==> config.mk <==
export PLATFORM = sky130hd
export DESIGN_NAME = rli_top
export DESIGN_NICKNAME = d
export VERILOG_FILES = /design/src/rtl/rli_pkg.sv /design/src/rtl/rli_top.sv
export SDC_FILE = /design/constraint.sdc
export NUM_CORES = 2
export LEC_CHECK = 0
export BUFFER_PORTS_ARGS = -buffer_cell sky130_fd_sc_hd__buf_2
export CORE_MARGIN = 2
export CORE_UTILIZATION = 50
export CTS_CLUSTER_DIAMETER = 100
export CTS_CLUSTER_SIZE = 12
export DETAILED_ROUTE_END_ITERATION = 7
export PLACE_DENSITY = 0.7
export RECOVER_POWER = 50
export SLEW_MARGIN = 20
export SYNTH_ARGS = -nofsm -noshare
export SYNTH_HDL_FRONTEND = slang
export SYNTH_SLANG_ARGS = --single-unit
==> constraint.sdc <==
create_clock -name CLK -period 22.6 [get_ports CLK]
set_input_delay 6.78 -clock CLK [delete_from_list [all_inputs] [get_ports CLK]]
set_output_delay 6.78 -clock CLK [all_outputs]
set_load 0.005 [all_outputs]
==> src/rtl/rli_pkg.sv <==
// constants, types and register map of the reference-loss / input block
// assumes one 40 MHz control clock and APB register access
`default_nettype none
package rli_pkg;

    // apb byte offsets
    localparam logic [7:0] OFF_CTRL     = 8'h00;
    localparam logic [7:0] OFF_TIMEOUT  = 8'h04;
    localparam logic [7:0] OFF_VMIN     = 8'h08;
    localparam logic [7:0] OFF_IMIN     = 8'h0C;
    localparam logic [7:0] OFF_PMIN     = 8'h10;
    localparam logic [7:0] OFF_FUNC_LO  = 8'h14;
    localparam logic [7:0] OFF_FUNC_HI  = 8'h18;
    localparam logic [7:0] OFF_FILTER   = 8'h1C;
    localparam logic [7:0] OFF_JOG      = 8'h20;
    localparam logic [7:0] OFF_LEVELS   = 8'h24;
    localparam logic [7:0] OFF_LOSS     = 8'h28;
    localparam logic [7:0] OFF_REF      = 8'h2C;

    // control register field positions
    localparam int CTRL_MODE_LSB = 0;
    localparam int CTRL_CRIT_LSB = 4;
    localparam int CTRL_ACT_LSB  = 6;

    // reset values
    localparam logic [15:0] RST_TIMEOUT = 16'h000A; // 1.0 sec in 0.1 s
    localparam logic [15:0] RST_FILTER  = 16'h000F; // 15 ms
    localparam logic [15:0] RST_JOG     = 16'h03E8; // 10.00 Hz
    localparam logic [11:0] RST_VMIN    = 12'h000;
    localparam logic [11:0] RST_IMIN    = 12'h000;
    localparam logic [11:0] RST_PMIN    = 12'h000;

    // timing
    localparam int CLK_PERIOD_NS  = 25;
    localparam int MS_NS          = 1000000;
    localparam int MS_TICK_CYCLES = MS_NS / CLK_PERIOD_NS;
    localparam int MS_PER_TENTH   = 100;

    typedef enum logic [3:0] {
        MODE_KEYPAD1 = 4'h0, MODE_KEYPAD2 = 4'h1,
        MODE_VOLT    = 4'h2, MODE_UNIPOLAR_VOLT = 4'h3,
        MODE_CURR    = 4'h4, MODE_VOLT_PLUS_CURR = 4'h5,
        MODE_PULSE   = 4'h6, MODE_SERIAL  = 4'h7,
        MODE_EXT_PID = 4'h8
    } rli_mode_e;

    typedef enum logic [1:0] {
        CRIT_NONE = 2'h0, CRIT_HALF_MIN = 2'h1, CRIT_BELOW_MIN = 2'h2
    } rli_crit_e;

    typedef enum logic [1:0] {
        ACT_NONE = 2'h0, ACT_COAST = 2'h1, ACT_STOP = 2'h2
    } rli_act_e;

    typedef enum logic [1:0] {
        LOSS_NONE = 2'h0, LOSS_VOLT = 2'h1,
        LOSS_CURR = 2'h2, LOSS_PULSE = 2'h3
    } rli_loss_e;

    // input function codes, selectable per programmable input
    localparam int NFUNC = 35;
    localparam logic [5:0] FN_SPEED_L = 6'h00, FN_SPEED_M = 6'h01;
    localparam logic [5:0] FN_SPEED_H = 6'h02, FN_RAMP_SEL0 = 6'h03;
    localparam logic [5:0] FN_EXCHANGE = 6'h08, FN_ANALOG_HOLD = 6'h12;
    localparam logic [5:0] FN_RAMP_INHIBIT = 6'h13, FN_SPEED_X = 6'h1A;
    localparam logic [5:0] FN_RESET = 6'h1B, FN_ESTOP = 6'h1C;
    localparam logic [5:0] FN_JOG = 6'h1D, FN_FWD = 6'h1E;
    localparam logic [5:0] FN_REV = 6'h1F;
    localparam logic [47:0] RST_FUNC_SEL = {FN_REV, FN_FWD, FN_JOG,
        FN_ESTOP, FN_RESET, FN_SPEED_H, FN_SPEED_M, FN_SPEED_L};

    typedef struct packed {
        rli_act_e  act;
        rli_crit_e crit;
        rli_mode_e mode;
    } rli_ctrl_s;

endpackage : rli_pkg
`default_nettype wire

==> src/rtl/rli_top.sv <==
// reference-loss supervisor and programmable input terminal conditioner
// assumes: analog/pulse levels come from converters on CLK; terminal pins
// are asynchronous; software reaches the registers over apb
//
// The APB register port and the register addresses were decided locally.
`timescale 1ns/1ps
`default_nettype none
module rli_top #(
    parameter int MS_TICK_CYCLES = rli_pkg::MS_TICK_CYCLES,
    parameter int LEVEL_W        = 12
) (
    // clock and reset
    input  wire logic                      CLK,
    input  wire logic                      RST,
    // apb slave
    input  wire logic                      PSEL,
    input  wire logic                      PENABLE,
    input  wire logic                      PWRITE,
    input  wire logic [7:0]                PADDR,
    input  wire logic [31:0]               PWDATA,
    output logic [31:0]                    PRDATA,
    output logic                           PREADY,
    output logic                           PSLVERR,
    // field terminals
    input  wire logic [7:0]                PROG_IN,
    input  wire logic [2:0]                SUB_IN,
    input  wire logic                      SUBBOARD_PRESENT,
    // reference levels from converters
    input  wire logic [LEVEL_W-1:0]        VOLT_LEVEL,
    input  wire logic [LEVEL_W-1:0]        CURR_LEVEL,
    input  wire logic [LEVEL_W-1:0]        PULSE_LEVEL,
    // drive control
    output logic                           OUTPUT_DRIVE_ON,
    output logic                           DECEL_STOP_REQ,
    output logic [1:0]                     LOSS_CODE,
    output logic                           RAMP_INHIBIT,
    output logic                           JOG_ACTIVE,
    output logic [3:0]                     SPEED_STEP,
    output logic [15:0]                    FREQ_REF,
    output logic [rli_pkg::NFUNC-1:0]      FUNC_ACTIVE,
    output logic [10:0]                    SUB_FUNC_LEVELS
);

    generate
        if (MS_TICK_CYCLES < 2 || LEVEL_W < 2 || LEVEL_W > 16) begin : g_chk
            $error("rli_top: unsupported parameter value");
        end
    endgenerate

    ////////////////////////////////////////////////////////////////////////
    // registers
    rli_pkg::rli_ctrl_s   ctrl_ff;
    logic [15:0]          timeout_ff;
    logic [LEVEL_W-1:0]   vmin_ff;
    logic [LEVEL_W-1:0]   imin_ff;
    logic [LEVEL_W-1:0]   pmin_ff;
    logic [47:0]          func_sel_ff;
    logic [15:0]          filter_ff;
    logic [15:0]          jog_ff;
    logic [31:0]          nxt_prdata;
    logic [31:0]          prdata_ff;
    logic                 mapped;
    logic                 writable;
    logic                 estop_on;
    logic                 wr_ok;
    logic [10:0]          levels;
    logic                 declared_ff;
    rli_pkg::rli_loss_e   src_ff;
    logic [LEVEL_W-1:0]   analog_ff;

    assign PREADY  = 1'b1;
    assign PRDATA  = prdata_ff;
    assign PSLVERR = PSEL && PENABLE && (!mapped || (PWRITE && !wr_ok));
    assign wr_ok   = writable && !estop_on;

    always_comb begin
        mapped     = 1'b1;
        writable   = 1'b1;
        nxt_prdata = 32'h0000_0000;
        if (PADDR == rli_pkg::OFF_CTRL) begin
            nxt_prdata = {24'h00_0000, ctrl_ff};
        end else if (PADDR == rli_pkg::OFF_TIMEOUT) begin
            nxt_prdata = {16'h0000, timeout_ff};
        end else if (PADDR == rli_pkg::OFF_VMIN) begin
            nxt_prdata = 32'(vmin_ff);
        end else if (PADDR == rli_pkg::OFF_IMIN) begin
            nxt_prdata = 32'(imin_ff);
        end else if (PADDR == rli_pkg::OFF_PMIN) begin
            nxt_prdata = 32'(pmin_ff);
        end else if (PADDR == rli_pkg::OFF_FUNC_LO) begin
            nxt_prdata = {2'b00, func_sel_ff[23:18], 2'b00,
                func_sel_ff[17:12], 2'b00, func_sel_ff[11:6],
                2'b00, func_sel_ff[5:0]};
        end else if (PADDR == rli_pkg::OFF_FUNC_HI) begin
            nxt_prdata = {2'b00, func_sel_ff[47:42], 2'b00,
                func_sel_ff[41:36], 2'b00, func_sel_ff[35:30],
                2'b00, func_sel_ff[29:24]};
        end else if (PADDR == rli_pkg::OFF_FILTER) begin
            nxt_prdata = {16'h0000, filter_ff};
        end else if (PADDR == rli_pkg::OFF_JOG) begin
            nxt_prdata = {16'h0000, jog_ff};
        end else if (PADDR == rli_pkg::OFF_LEVELS) begin
            writable   = 1'b0;
            nxt_prdata = {21'h00_0000, levels};
        end else if (PADDR == rli_pkg::OFF_LOSS) begin
            writable   = 1'b0;
            nxt_prdata = {29'h0000_0000, declared_ff, src_ff};
        end else if (PADDR == rli_pkg::OFF_REF) begin
            writable   = 1'b0;
            nxt_prdata = 32'(analog_ff);
        end else begin
            mapped   = 1'b0;
            writable = 1'b0;
        end
    end

    // read data is captured in the setup cycle so the access cycle needs
    // no wait state and PRDATA still comes from a flop
    always_ff @(posedge CLK or posedge RST) begin
        if (RST) begin
            prdata_ff <= 32'h0000_0000;
        end else if (PSEL && !PENABLE && !PWRITE) begin
            prdata_ff <= nxt_prdata;
        end
    end

    always_ff @(posedge CLK or posedge RST) begin
        if (RST) begin
            ctrl_ff     <= '{rli_pkg::ACT_NONE, rli_pkg::CRIT_NONE,
                             rli_pkg::MODE_KEYPAD1};
            timeout_ff  <= rli_pkg::RST_TIMEOUT;
            vmin_ff     <= LEVEL_W'(rli_pkg::RST_VMIN);
            imin_ff     <= LEVEL_W'(rli_pkg::RST_IMIN);
            pmin_ff     <= LEVEL_W'(rli_pkg::RST_PMIN);
            func_sel_ff <= rli_pkg::RST_FUNC_SEL;
            filter_ff   <= rli_pkg::RST_FILTER;
            jog_ff      <= rli_pkg::RST_JOG;
        end else if (PSEL && PENABLE && PWRITE && wr_ok) begin
            if (PADDR == rli_pkg::OFF_CTRL) begin
                ctrl_ff <= rli_pkg::rli_ctrl_s'(PWDATA[7:0]);
            end else if (PADDR == rli_pkg::OFF_TIMEOUT) begin
                timeout_ff <= PWDATA[15:0];
            end else if (PADDR == rli_pkg::OFF_VMIN) begin
                vmin_ff <= PWDATA[LEVEL_W-1:0];
            end else if (PADDR == rli_pkg::OFF_IMIN) begin
                imin_ff <= PWDATA[LEVEL_W-1:0];
            end else if (PADDR == rli_pkg::OFF_PMIN) begin
                pmin_ff <= PWDATA[LEVEL_W-1:0];
            end else if (PADDR == rli_pkg::OFF_FUNC_LO) begin
                func_sel_ff[23:0] <= {PWDATA[29:24], PWDATA[21:16],
                                      PWDATA[13:8], PWDATA[5:0]};
            end else if (PADDR == rli_pkg::OFF_FUNC_HI) begin
                func_sel_ff[47:24] <= {PWDATA[29:24], PWDATA[21:16],
                                       PWDATA[13:8], PWDATA[5:0]};
            end else if (PADDR == rli_pkg::OFF_FILTER) begin
                filter_ff <= PWDATA[15:0];
            end else if (PADDR == rli_pkg::OFF_JOG) begin
                jog_ff <= PWDATA[15:0];
            end
        end
    end

    ////////////////////////////////////////////////////////////////////////
    // millisecond tick
    logic [$clog2(MS_TICK_CYCLES)-1:0] div_ff;
    logic                              ms_tick;

    assign ms_tick = (div_ff == ($clog2(MS_TICK_CYCLES))'(MS_TICK_CYCLES - 1));

    always_ff @(posedge CLK or posedge RST) begin
        if (RST) begin
            div_ff <= '0;
        end else if (ms_tick) begin
            div_ff <= '0;
        end else begin
            div_ff <= div_ff + 1'b1;
        end
    end

    ////////////////////////////////////////////////////////////////////////
    // terminal synchronise and filter
    logic [10:0] raw_meta_ff;
    logic [10:0] raw_ff;
    logic [1:0]  sub_sync_ff;
    logic [10:0] filt;

    always_ff @(posedge CLK or posedge RST) begin
        if (RST) begin
            raw_meta_ff <= 11'h000;
            raw_ff      <= 11'h000;
            sub_sync_ff <= 2'b00;
        end else begin
            raw_meta_ff <= {SUB_IN, PROG_IN};
            raw_ff      <= raw_meta_ff;
            sub_sync_ff <= {sub_sync_ff[0], SUBBOARD_PRESENT};
        end
    end

    genvar gi;
    generate
        for (gi = 0; gi < 11; gi++) begin : g_filt
            logic        last_ff;
            logic        out_ff;
            logic [15:0] cnt_ff;

            // a raw change restarts the count, so only a level that held
            // for the whole filter time gets through
            always_ff @(posedge CLK or posedge RST) begin
                if (RST) begin
                    last_ff <= 1'b0;
                    cnt_ff  <= 16'h0000;
                end else if (raw_ff[gi] != last_ff) begin
                    last_ff <= raw_ff[gi];
                    cnt_ff  <= 16'h0000;
                end else if (ms_tick && cnt_ff < filter_ff) begin
                    cnt_ff <= cnt_ff + 16'h0001;
                end
            end

            always_ff @(posedge CLK or posedge RST) begin
                if (RST) begin
                    out_ff <= 1'b0;
                end else if (cnt_ff >= filter_ff) begin
                    out_ff <= last_ff;
                end
            end
            assign filt[gi] = out_ff;
        end
    endgenerate

    // sub-board bits read zero and are unused without the sub-board
    assign levels = {filt[10:8] & {3{sub_sync_ff[1]}}, filt[7:0]};
    assign SUB_FUNC_LEVELS = levels;

    ////////////////////////////////////////////////////////////////////////
    // function decode
    logic [rli_pkg::NFUNC-1:0] func_act;

    always_comb begin
        func_act = '0;
        for (int i = 0; i < 8; i++) begin
            if (filt[i] && func_sel_ff[6*i +: 6] < 6'(rli_pkg::NFUNC)) begin
                func_act[func_sel_ff[6*i +: 6]] = 1'b1;
            end
        end
    end

    assign FUNC_ACTIVE  = func_act;
    assign estop_on     = func_act[rli_pkg::FN_ESTOP];
    assign RAMP_INHIBIT = func_act[rli_pkg::FN_RAMP_INHIBIT];
    assign JOG_ACTIVE   = func_act[rli_pkg::FN_JOG];
    assign SPEED_STEP   = JOG_ACTIVE ? 4'h0 :
        {func_act[rli_pkg::FN_SPEED_X], func_act[rli_pkg::FN_SPEED_H],
         func_act[rli_pkg::FN_SPEED_M], func_act[rli_pkg::FN_SPEED_L]};
    // above: jog masks the step index, speed-low is its lsb

    ////////////////////////////////////////////////////////////////////////
    // reference-loss supervision
    logic                  sup_on;
    logic [LEVEL_W-1:0]    act_level;
    logic [LEVEL_W-1:0]    act_min;
    rli_pkg::rli_loss_e    act_src;
    logic                  below;
    logic [23:0]           loss_cnt_ff;
    logic [23:0]           limit_ms;

    always_comb begin
        sup_on    = 1'b1;
        act_level = VOLT_LEVEL;
        act_min   = vmin_ff;
        act_src   = rli_pkg::LOSS_VOLT;
        case (ctrl_ff.mode)
            rli_pkg::MODE_VOLT, rli_pkg::MODE_UNIPOLAR_VOLT,
            rli_pkg::MODE_VOLT_PLUS_CURR: begin
                act_src = rli_pkg::LOSS_VOLT;
            end
            rli_pkg::MODE_CURR: begin
                act_level = CURR_LEVEL;
                act_min   = imin_ff;
                act_src   = rli_pkg::LOSS_CURR;
            end
            rli_pkg::MODE_PULSE: begin
                act_level = PULSE_LEVEL;
                act_min   = pmin_ff;
                act_src   = rli_pkg::LOSS_PULSE;
            end
            default: begin
                sup_on = 1'b0;
            end
        endcase
    end

    always_comb begin
        case (ctrl_ff.crit)
            rli_pkg::CRIT_HALF_MIN:  below = act_level < (act_min >> 1);
            rli_pkg::CRIT_BELOW_MIN: below = act_level < act_min;
            default:                 below = 1'b0;
        endcase
        below = below && sup_on;
    end

    assign limit_ms = 24'(timeout_ff * 16'(rli_pkg::MS_PER_TENTH));

    always_ff @(posedge CLK or posedge RST) begin
        if (RST) begin
            loss_cnt_ff <= 24'h00_0000;
        end else if (!below) begin
            loss_cnt_ff <= 24'h00_0000;
        end else if (ms_tick && loss_cnt_ff < limit_ms) begin
            loss_cnt_ff <= loss_cnt_ff + 24'h00_0001;
        end
    end

    // loss stays declared only while the input stays below threshold
    always_ff @(posedge CLK or posedge RST) begin
        if (RST) begin
            declared_ff <= 1'b0;
            src_ff      <= rli_pkg::LOSS_NONE;
        end else if (below && loss_cnt_ff >= limit_ms) begin
            declared_ff <= 1'b1;
            src_ff      <= act_src;
        end else if (!below) begin
            declared_ff <= 1'b0;
            src_ff      <= rli_pkg::LOSS_NONE;
        end
    end

    assign LOSS_CODE = src_ff;
    assign OUTPUT_DRIVE_ON = !(declared_ff &&
        ctrl_ff.act == rli_pkg::ACT_COAST);
    assign DECEL_STOP_REQ = declared_ff &&
        ctrl_ff.act == rli_pkg::ACT_STOP;

    ////////////////////////////////////////////////////////////////////////
    // analog reference hold and output reference
    logic [15:0] freq_ff;

    always_ff @(posedge CLK or posedge RST) begin
        if (RST) begin
            analog_ff <= '0;
        end else if (!func_act[rli_pkg::FN_ANALOG_HOLD]) begin
            analog_ff <= act_level;
        end
    end

    always_ff @(posedge CLK or posedge RST) begin
        if (RST) begin
            freq_ff <= 16'h0000;
        end else if (JOG_ACTIVE) begin
            freq_ff <= jog_ff;
        end else begin
            freq_ff <= 16'(analog_ff);
        end
    end

    assign FREQ_REF = freq_ff;

endmodule : rli_top
`default_nettype wire

======== Word level (Yosys, flattened, before mapping) ========
Cells that the tools add are included.
operators by class
  add/subtract/negate cells ............... 13
  $mul .................................... 1
  divide/modulo/power cells ............... 0
  $lt $le $gt $ge ......................... 50
  equal/unequal tests ..................... 34
  shifts and indexed selects .............. 0
  muxes and demuxes ....................... 93
  bitwise operators ....................... 16
  reductions and logical operators ........ 69
operators by type and width
  kind                   count
  $mux 16                26
  $mux 35                8
  $or 35x35->35          7
  $mux 30                7
  $add 16x1->16 const B  12
  $ge 16x16->1           11
  $lt 16x16->1           11
  $lt 6x7->1 const B     8
  $demux 1 s6            8
  $ge 6x1->1 const B     8
  $lt 6x6->1 const B     8
  $mux 24                2
  $pmux 12 s2            2
  $logic_and 1x1->1      40
  $mux 12                3
  $eq 8x5->1 const B     4
  $eq 8x6->1 const B     4
  $mux 1                 32
  $add 24x1->24 const B  1
  $ge 24x23->1           1
  $lt 24x23->1           1
  $reduce_bool 2->1      11
  $mul 16x5->21 const B  1
  $eq 16x16->1 const B   1
  other kinds (29)       59
storage, ports and cells
  register bits ........................... 465
  bits in latches ......................... 0
  bits in writable memories ............... 0
  memory bits (read-only) ................. 0
  bits of input ports ..................... 93
  output and inout port bits .............. 106
  logic and storage cells ................. 330
  memories ................................ 0

======== Depth between registers and ports, before layout ========
  depth after elaboration ................. 25
  mapped depth ............................ 24
  mapped depth without buffers ............ 23

======== Worst setup path before layout ========
Ideal clock, no wire load.
  path type ............................... input to output
  start point ............................. in PADDR[3]
  end point ............................... out PSLVERR
  arrival ................................. 7941 ps
  required time ........................... 15820 ps
  slack ................................... 7879 ps
  cell stages on the path ................. 7
  path buffers ............................ 2
  path through ............................ clkbuf_1 -> or2_2 -> clkbuf_1 -> nor2_1 -> nor2_1 -> o21ai_0 -> a31oi_1
between the ends
  cells in the longest elaborated chain, start to end .. 16
  elaborated cells on any way between the ends .. 39
  classes of those cells .................. 11 x eq/ne; 21 x mux; 7 x reduce/logical
RTL lines
  item                 line            RTL
  start: declaration   rli_top.sv:19   input wire logic [7:0] PADDR,
  $eq 8x6->1           rli_top.sv:108  end else if (PADDR == rli_pkg::OFF_REF) begin
  $mux 1               rli_top.sv:108
  $mux 1               rli_top.sv:105  end else if (PADDR == rli_pkg::OFF_LOSS) begin
  $mux 1               rli_top.sv:102  end else if (PADDR == rli_pkg::OFF_LEVELS) begin
  $mux 1               rli_top.sv:100  end else if (PADDR == rli_pkg::OFF_JOG) begin
  $mux 1               rli_top.sv:98   end else if (PADDR == rli_pkg::OFF_FILTER) begin
  $mux 1               rli_top.sv:94   end else if (PADDR == rli_pkg::OFF_FUNC_HI) begin
  $mux 1               rli_top.sv:90   end else if (PADDR == rli_pkg::OFF_FUNC_LO) begin
  $mux 1               rli_top.sv:88   end else if (PADDR == rli_pkg::OFF_PMIN) begin
  $mux 1               rli_top.sv:86   end else if (PADDR == rli_pkg::OFF_IMIN) begin
  $mux 1               rli_top.sv:84   end else if (PADDR == rli_pkg::OFF_VMIN) begin
  $mux 1               rli_top.sv:82   end else if (PADDR == rli_pkg::OFF_TIMEOUT) begin
  $mux 1               rli_top.sv:80   if (PADDR == rli_pkg::OFF_CTRL) begin
  $logic_not 1->1      rli_top.sv:73   assign PSLVERR = PSEL && PENABLE && (!mapped || (PWRITE && !wr_ok));
  $logic_or 1x1->1 *   rli_top.sv:73
  $logic_and 1x1->1 *  rli_top.sv:73
  end: declaration     rli_top.sv:23   output logic PSLVERR,
Every way passes the cells marked *; elsewhere a longest branch is shown, timed or not.

======== Worst setup path in the final report ========
  start point ............................. in PADDR[2]
  end point ............................... out PSLVERR
Same word-level chain as after synthesis.

==> impl_metrics.py <==
metrics = {
    "run_status": {
        "status": "complete, but fails checks",
        "failed_checks": "DRC, capacitance limit, slew limit",
    },
    "logic_synthesis": {
        "synth.largest_area_cell": "sky130_fd_sc_hd__dfrtp_1",
        "ys_async_sr_fraction_pct": 100,
        "synthCells": 3236,
        "ys_dominant_reg_cell": "sky130_fd_sc_hd__dfrtp_1",
        "yosysTopAreaCellShare_pct": 34.6,
        "synth-seq-area-share_pct": 37.5,
        "synth.top_cells.by_area": "sky130_fd_sc_hd__dfrtp_1 35%, sky130_fd_sc_hd__ha_1 12%, sky130_fd_sc_hd__mux2_2 6.7%, sky130_fd_sc_hd__nor2_1 3.5%, sky130_fd_sc_hd__nand2_1 3.0%",
        "mappedNetlistArea_sq_mm": 0.0309,
        "count_of_flip_flops_with_a_built_in_enable_after_synthesis": 0,
        "synthesis.area_per_instance_sq_um": 9.55,
        "postSynthRegisterBits": 461,
        "yosysUniqueCellTypes": 84,
        "synthesis.yosys.warnings": 0,
    },
    "sta": {
        "finalClockSkew_ns": 0.0333,
        "timing.setup.tns_ns": 0,
        "maximum_clock_rate_mhz": 64.5,
        "slew_worst_pin_ns": 4.87,
        "report.final.slew_viol_count": 291,
        "final-setup-viol-count": 0,
        "slew_headroom_pct": -226,
        "grt_setup_unrepaired": "no",
        "post-route-period-util_pct": 68.6,
        "hold_fails_final_rpt": 0,
        "final.min_clock_period_ns": 15.50,
    },
    "place": {
        "finalWeightedCongestion": 0.997,
        "placed_area_sq_mm": 0.0325,
        "number_of_buffers_added_on_ports": 189,
        "post-dp-hpwl_mm": 66.0,
    },
    "routing": {
        "drt_drc_violations_left": 1,
        "post_drt_via_cell_ratio": 6.30,
        "totalWireLength_mm": 92.1,
        "dr.pass1.iters": 8,
        "drt.antenna.violating_nets": 0,
        "detailedRoute.firstIterationViolations": 2269,
        "route.detailed.wl_per_inst_microns": 22.1,
        "total_number_of_vias": 26300,
    },
    "floorplanning": {
        "die-height_microns": 253,
        "die_width_microns": 253,
        "num_rows": 91,
        "initial_core_util_pct": 50.4,
        "coreArea_sq_mm": 0.0614,
        "dieArea_sq_mm": 0.0638,
        "num_io_pins": 199,
    },
    "setup_path": {
        "reg2reg_setup_slack_ns": 16.67,
        "path_delay_family": "simple AND/OR/NAND/NOR gates",
        "critPathMaxFanout": 51,
        "crit_path_cell_chain": "buf_2 > buf_4 > or2_2 > nor2_1 > nor2_1 > o21ai_0 > a31oi_1 > buf_2",
        "crit_type": "input port to output pin",
        "critical_path.startpoint_type": "input port",
        "setup.worst_path.start": "PADDR[2]",
        "r2r_end": "loss_cnt_ff[20]",
        "timing.critical_path.to_type": "output pin",
        "max_stage_delay_ns": 0.53,
        "cp_slowest_cell": "sky130_fd_sc_hd__nor2_1",
        "cp.buffers_inverters": 3,
        "critPathRequiredTime_ns": 15.82,
        "r2r.worst_path.cells": 20,
        "rr_startpoint": "timeout_ff[3]",
        "worst_path_arrival_ns": 8.72,
    },
    "global_routing": {
        "global_route_usage_sum_pct": 28.7,
        "busiest_layer": "met2",
        "grt_overflow_total": 0,
        "gr-usage-met2_pct": 46.1,
        "first_global_vias": 24600,
        "grt_start_max_net_pins": 111,
        "antenna_found_initial": 2,
        "grt_use_met1_pct": 39.2,
        "grt_first_pass_wirelength_mm": 143,
        "global_route.usage.met3_pct": 4.85,
    },
    "power_and_ir_drop": {
        "cellLeakagePower_nw": 15.2,
        "clock_power_share_pct": 43.0,
        "netSwitchingFraction_pct": 25.0,
        "seqPwrFrac_pct": 51.5,
        "p_int_w": 0.00124,
        "peakVddDrop_mv": 0.0590,
        "power.net_switching_w": 0.000412,
        "combinationalPowerShare_pct": 5.6,
        "cellPowerDensity_mw_per_mm2": 48.9,
    },
    "clocking": {
        "path_clk_slew_ns": 0.06,
        "tritoncts_num_sinks": 461,
        "clockBufferDepth": 3,
        "clockRootBuffer": "sky130_fd_sc_hd__clkbuf_16",
        "htree_num_levels": 2,
        "cts_tree": "built",
        "postCtsResizedCells": 0,
        "cts_hold_buffers": 0,
        "cts_buffers": 45,
        "post-cts-setup-buffer-count": 0,
        "clk_latency_ns": 0.61,
    },
    "hold_path": {
        "hold_wc_startpoint": "raw_meta_ff[2]",
        "min_path_cells": 0,
        "holdCritPathClass": "flip-flop to flip-flop",
        "min_to": "raw_ff[2]",
    },
    "finish": {
        "drive_gt1_share_pct": 15.4,
        "antennaDiodeCount": 0,
        "postLayoutCellArea_sq_mm": 0.0337,
        "final_nets": 3751,
        "flow.area_growth_from_synthesis_pct": 9.02,
    },
    "run": {
        "maxCapViolCount": 6,
    },
}
## Yosys cell counts, drive strengths merged, types with 80 or more instances
cell type,count
nand4,80
a21oi,134
nand3,102
o21ai,148
inv,121
nand2,243
nor2,292
nor3,85
mux2,183
clkbuf,94
xnor2,90
dfrtp,427
ha,287
## kinds of logic (layout without fill, tap and decap cells)
group / after synthesis / after routing / share of synthesized area (%)
and+or+nand+nor: 1185 / 1185 / 20.0
xor gates and xnor gates: 152 / 152 / 4.31
muxes: 242 / 242 / 9.02
other: 2 / 5 / 0.0243
AOI/OAI and AO/OA: 627 / 627 / 13.3
buffers and inverters: 269 / 412 / 3.57
DFF: 461 / 461 / 37.5
adders and majority gates: 298 / 298 / 12.3
## flip-flops by register name (all words and copies together) (netlist names), 12 cells and up
signal,flops
imin_ff,12
FREQ_REF,16
vmin_ff,12
jog_ff,16
func_sel_ff,48
timeout_ff,16
div_ff,16
loss_cnt_ff,24
pmin_ff,12
filter_ff,16
PRDATA,28
analog_ff,12
g_filt.cnt_ff,176
## cells in the final DEF, fill, tap and decap left out, types with 13 or more instances in the layout
master                        n
sky130_fd_sc_hd__a22o_1      17
sky130_fd_sc_hd__o211ai_1    32
sky130_fd_sc_hd__o21a_1      27
sky130_fd_sc_hd__dfstp_2     33
sky130_fd_sc_hd__buf_4       26
sky130_fd_sc_hd__xor2_1      58
sky130_fd_sc_hd__nor3_1      83
sky130_fd_sc_hd__ha_1       287
sky130_fd_sc_hd__o221ai_1    21
sky130_fd_sc_hd__a21oi_1    133
sky130_fd_sc_hd__and3_1      54
sky130_fd_sc_hd__a211oi_1    17
sky130_fd_sc_hd__and2_1      33
sky130_fd_sc_hd__nand2b_1    17
sky130_fd_sc_hd__o22ai_1     51
sky130_fd_sc_hd__nand3_1    102
sky130_fd_sc_hd__nor2b_1     39
sky130_fd_sc_hd__or3b_2      13
sky130_fd_sc_hd__a31oi_1     23
sky130_fd_sc_hd__nand4_1     80
sky130_fd_sc_hd__buf_2      172
sky130_fd_sc_hd__nor4_1      39
sky130_fd_sc_hd__or3_1       42
sky130_fd_sc_hd__xnor2_1     90
sky130_fd_sc_hd__mux2_2     177
sky130_fd_sc_hd__o21ai_0    147
sky130_fd_sc_hd__nor2_1     291
sky130_fd_sc_hd__and4_1      21
sky130_fd_sc_hd__a31o_2      14
sky130_fd_sc_hd__mux2i_1     48
sky130_fd_sc_hd__a21o_1      47
sky130_fd_sc_hd__nor3b_1     20
sky130_fd_sc_hd__inv_1      120
sky130_fd_sc_hd__clkbuf_1    40
sky130_fd_sc_hd__nand2_1    243
sky130_fd_sc_hd__clkbuf_16   45
sky130_fd_sc_hd__nand3b_1    28
sky130_fd_sc_hd__or4_1       35
sky130_fd_sc_hd__dfrtp_1    427
## worst max path at each step
stage	endpoint	cells after the start
detailed placement	PSLVERR	8
CTS	PSLVERR	8
floorplan	FREQ_REF[0]	1
global placement	PSLVERR	8
global route	PSLVERR	8
finish	PSLVERR	8
## power by group through the flow
stage	sequential [W]	combinational, W	clock, W
6_report	0.000848	0.0000917	0.000708
5_1_grt	0.000848	0.000102	0.000756
4_1_cts	0.000848	0.0000920	0.000722
3_5_place_dp	0.000863	0.0000916	0
3_3_place_gp	0.000862	0.0000908	0
2_1_floorplan	0.000857	0.0000535	0
## cell type report
| cell class | count | area [sq um] |
|---|---|---|
| Fill cell | 5536 | 27700 |
| Multi-Input combinational cell | 2509 | 18200 |
| Sequential cell | 461 | 11600 |
| Clock buffer | 63 | 1200 |
| Timing Repair Buffer | 222 | 1170 |
| Tap cell | 790 | 988 |
| Inverter | 121 | 455 |
| Clock inverter | 6 | 92.6 |
## metal layers
| layer | share of wire (%) | wire length (microns) |
|---|---|---|
| met5 | 0.021 | 19 |
| met4 | 3.7 | 3380 |
| met3 | 7.6 | 7030 |
| met2 | 46 | 42000 |
| met1 | 43 | 39700 |
## through the flow
step	cells	setup WS, ns	power [W]	hold slack [ns]	util, %
after global routing	4172	7.01	0.00171	0.359	54.9
final	4172	7.10	0.00165	0.347	54.9
after global placement	4102	7.16	0.000953	0.333	52.9
after CTS	4171	7.16	0.00166	0.349	55.0
after detailed placement	4102	7.17	0.000954	0.335	52.9
after floorplan	3239	3.02	0.000911	0.331	-
(Power assumes the default switching activity.)
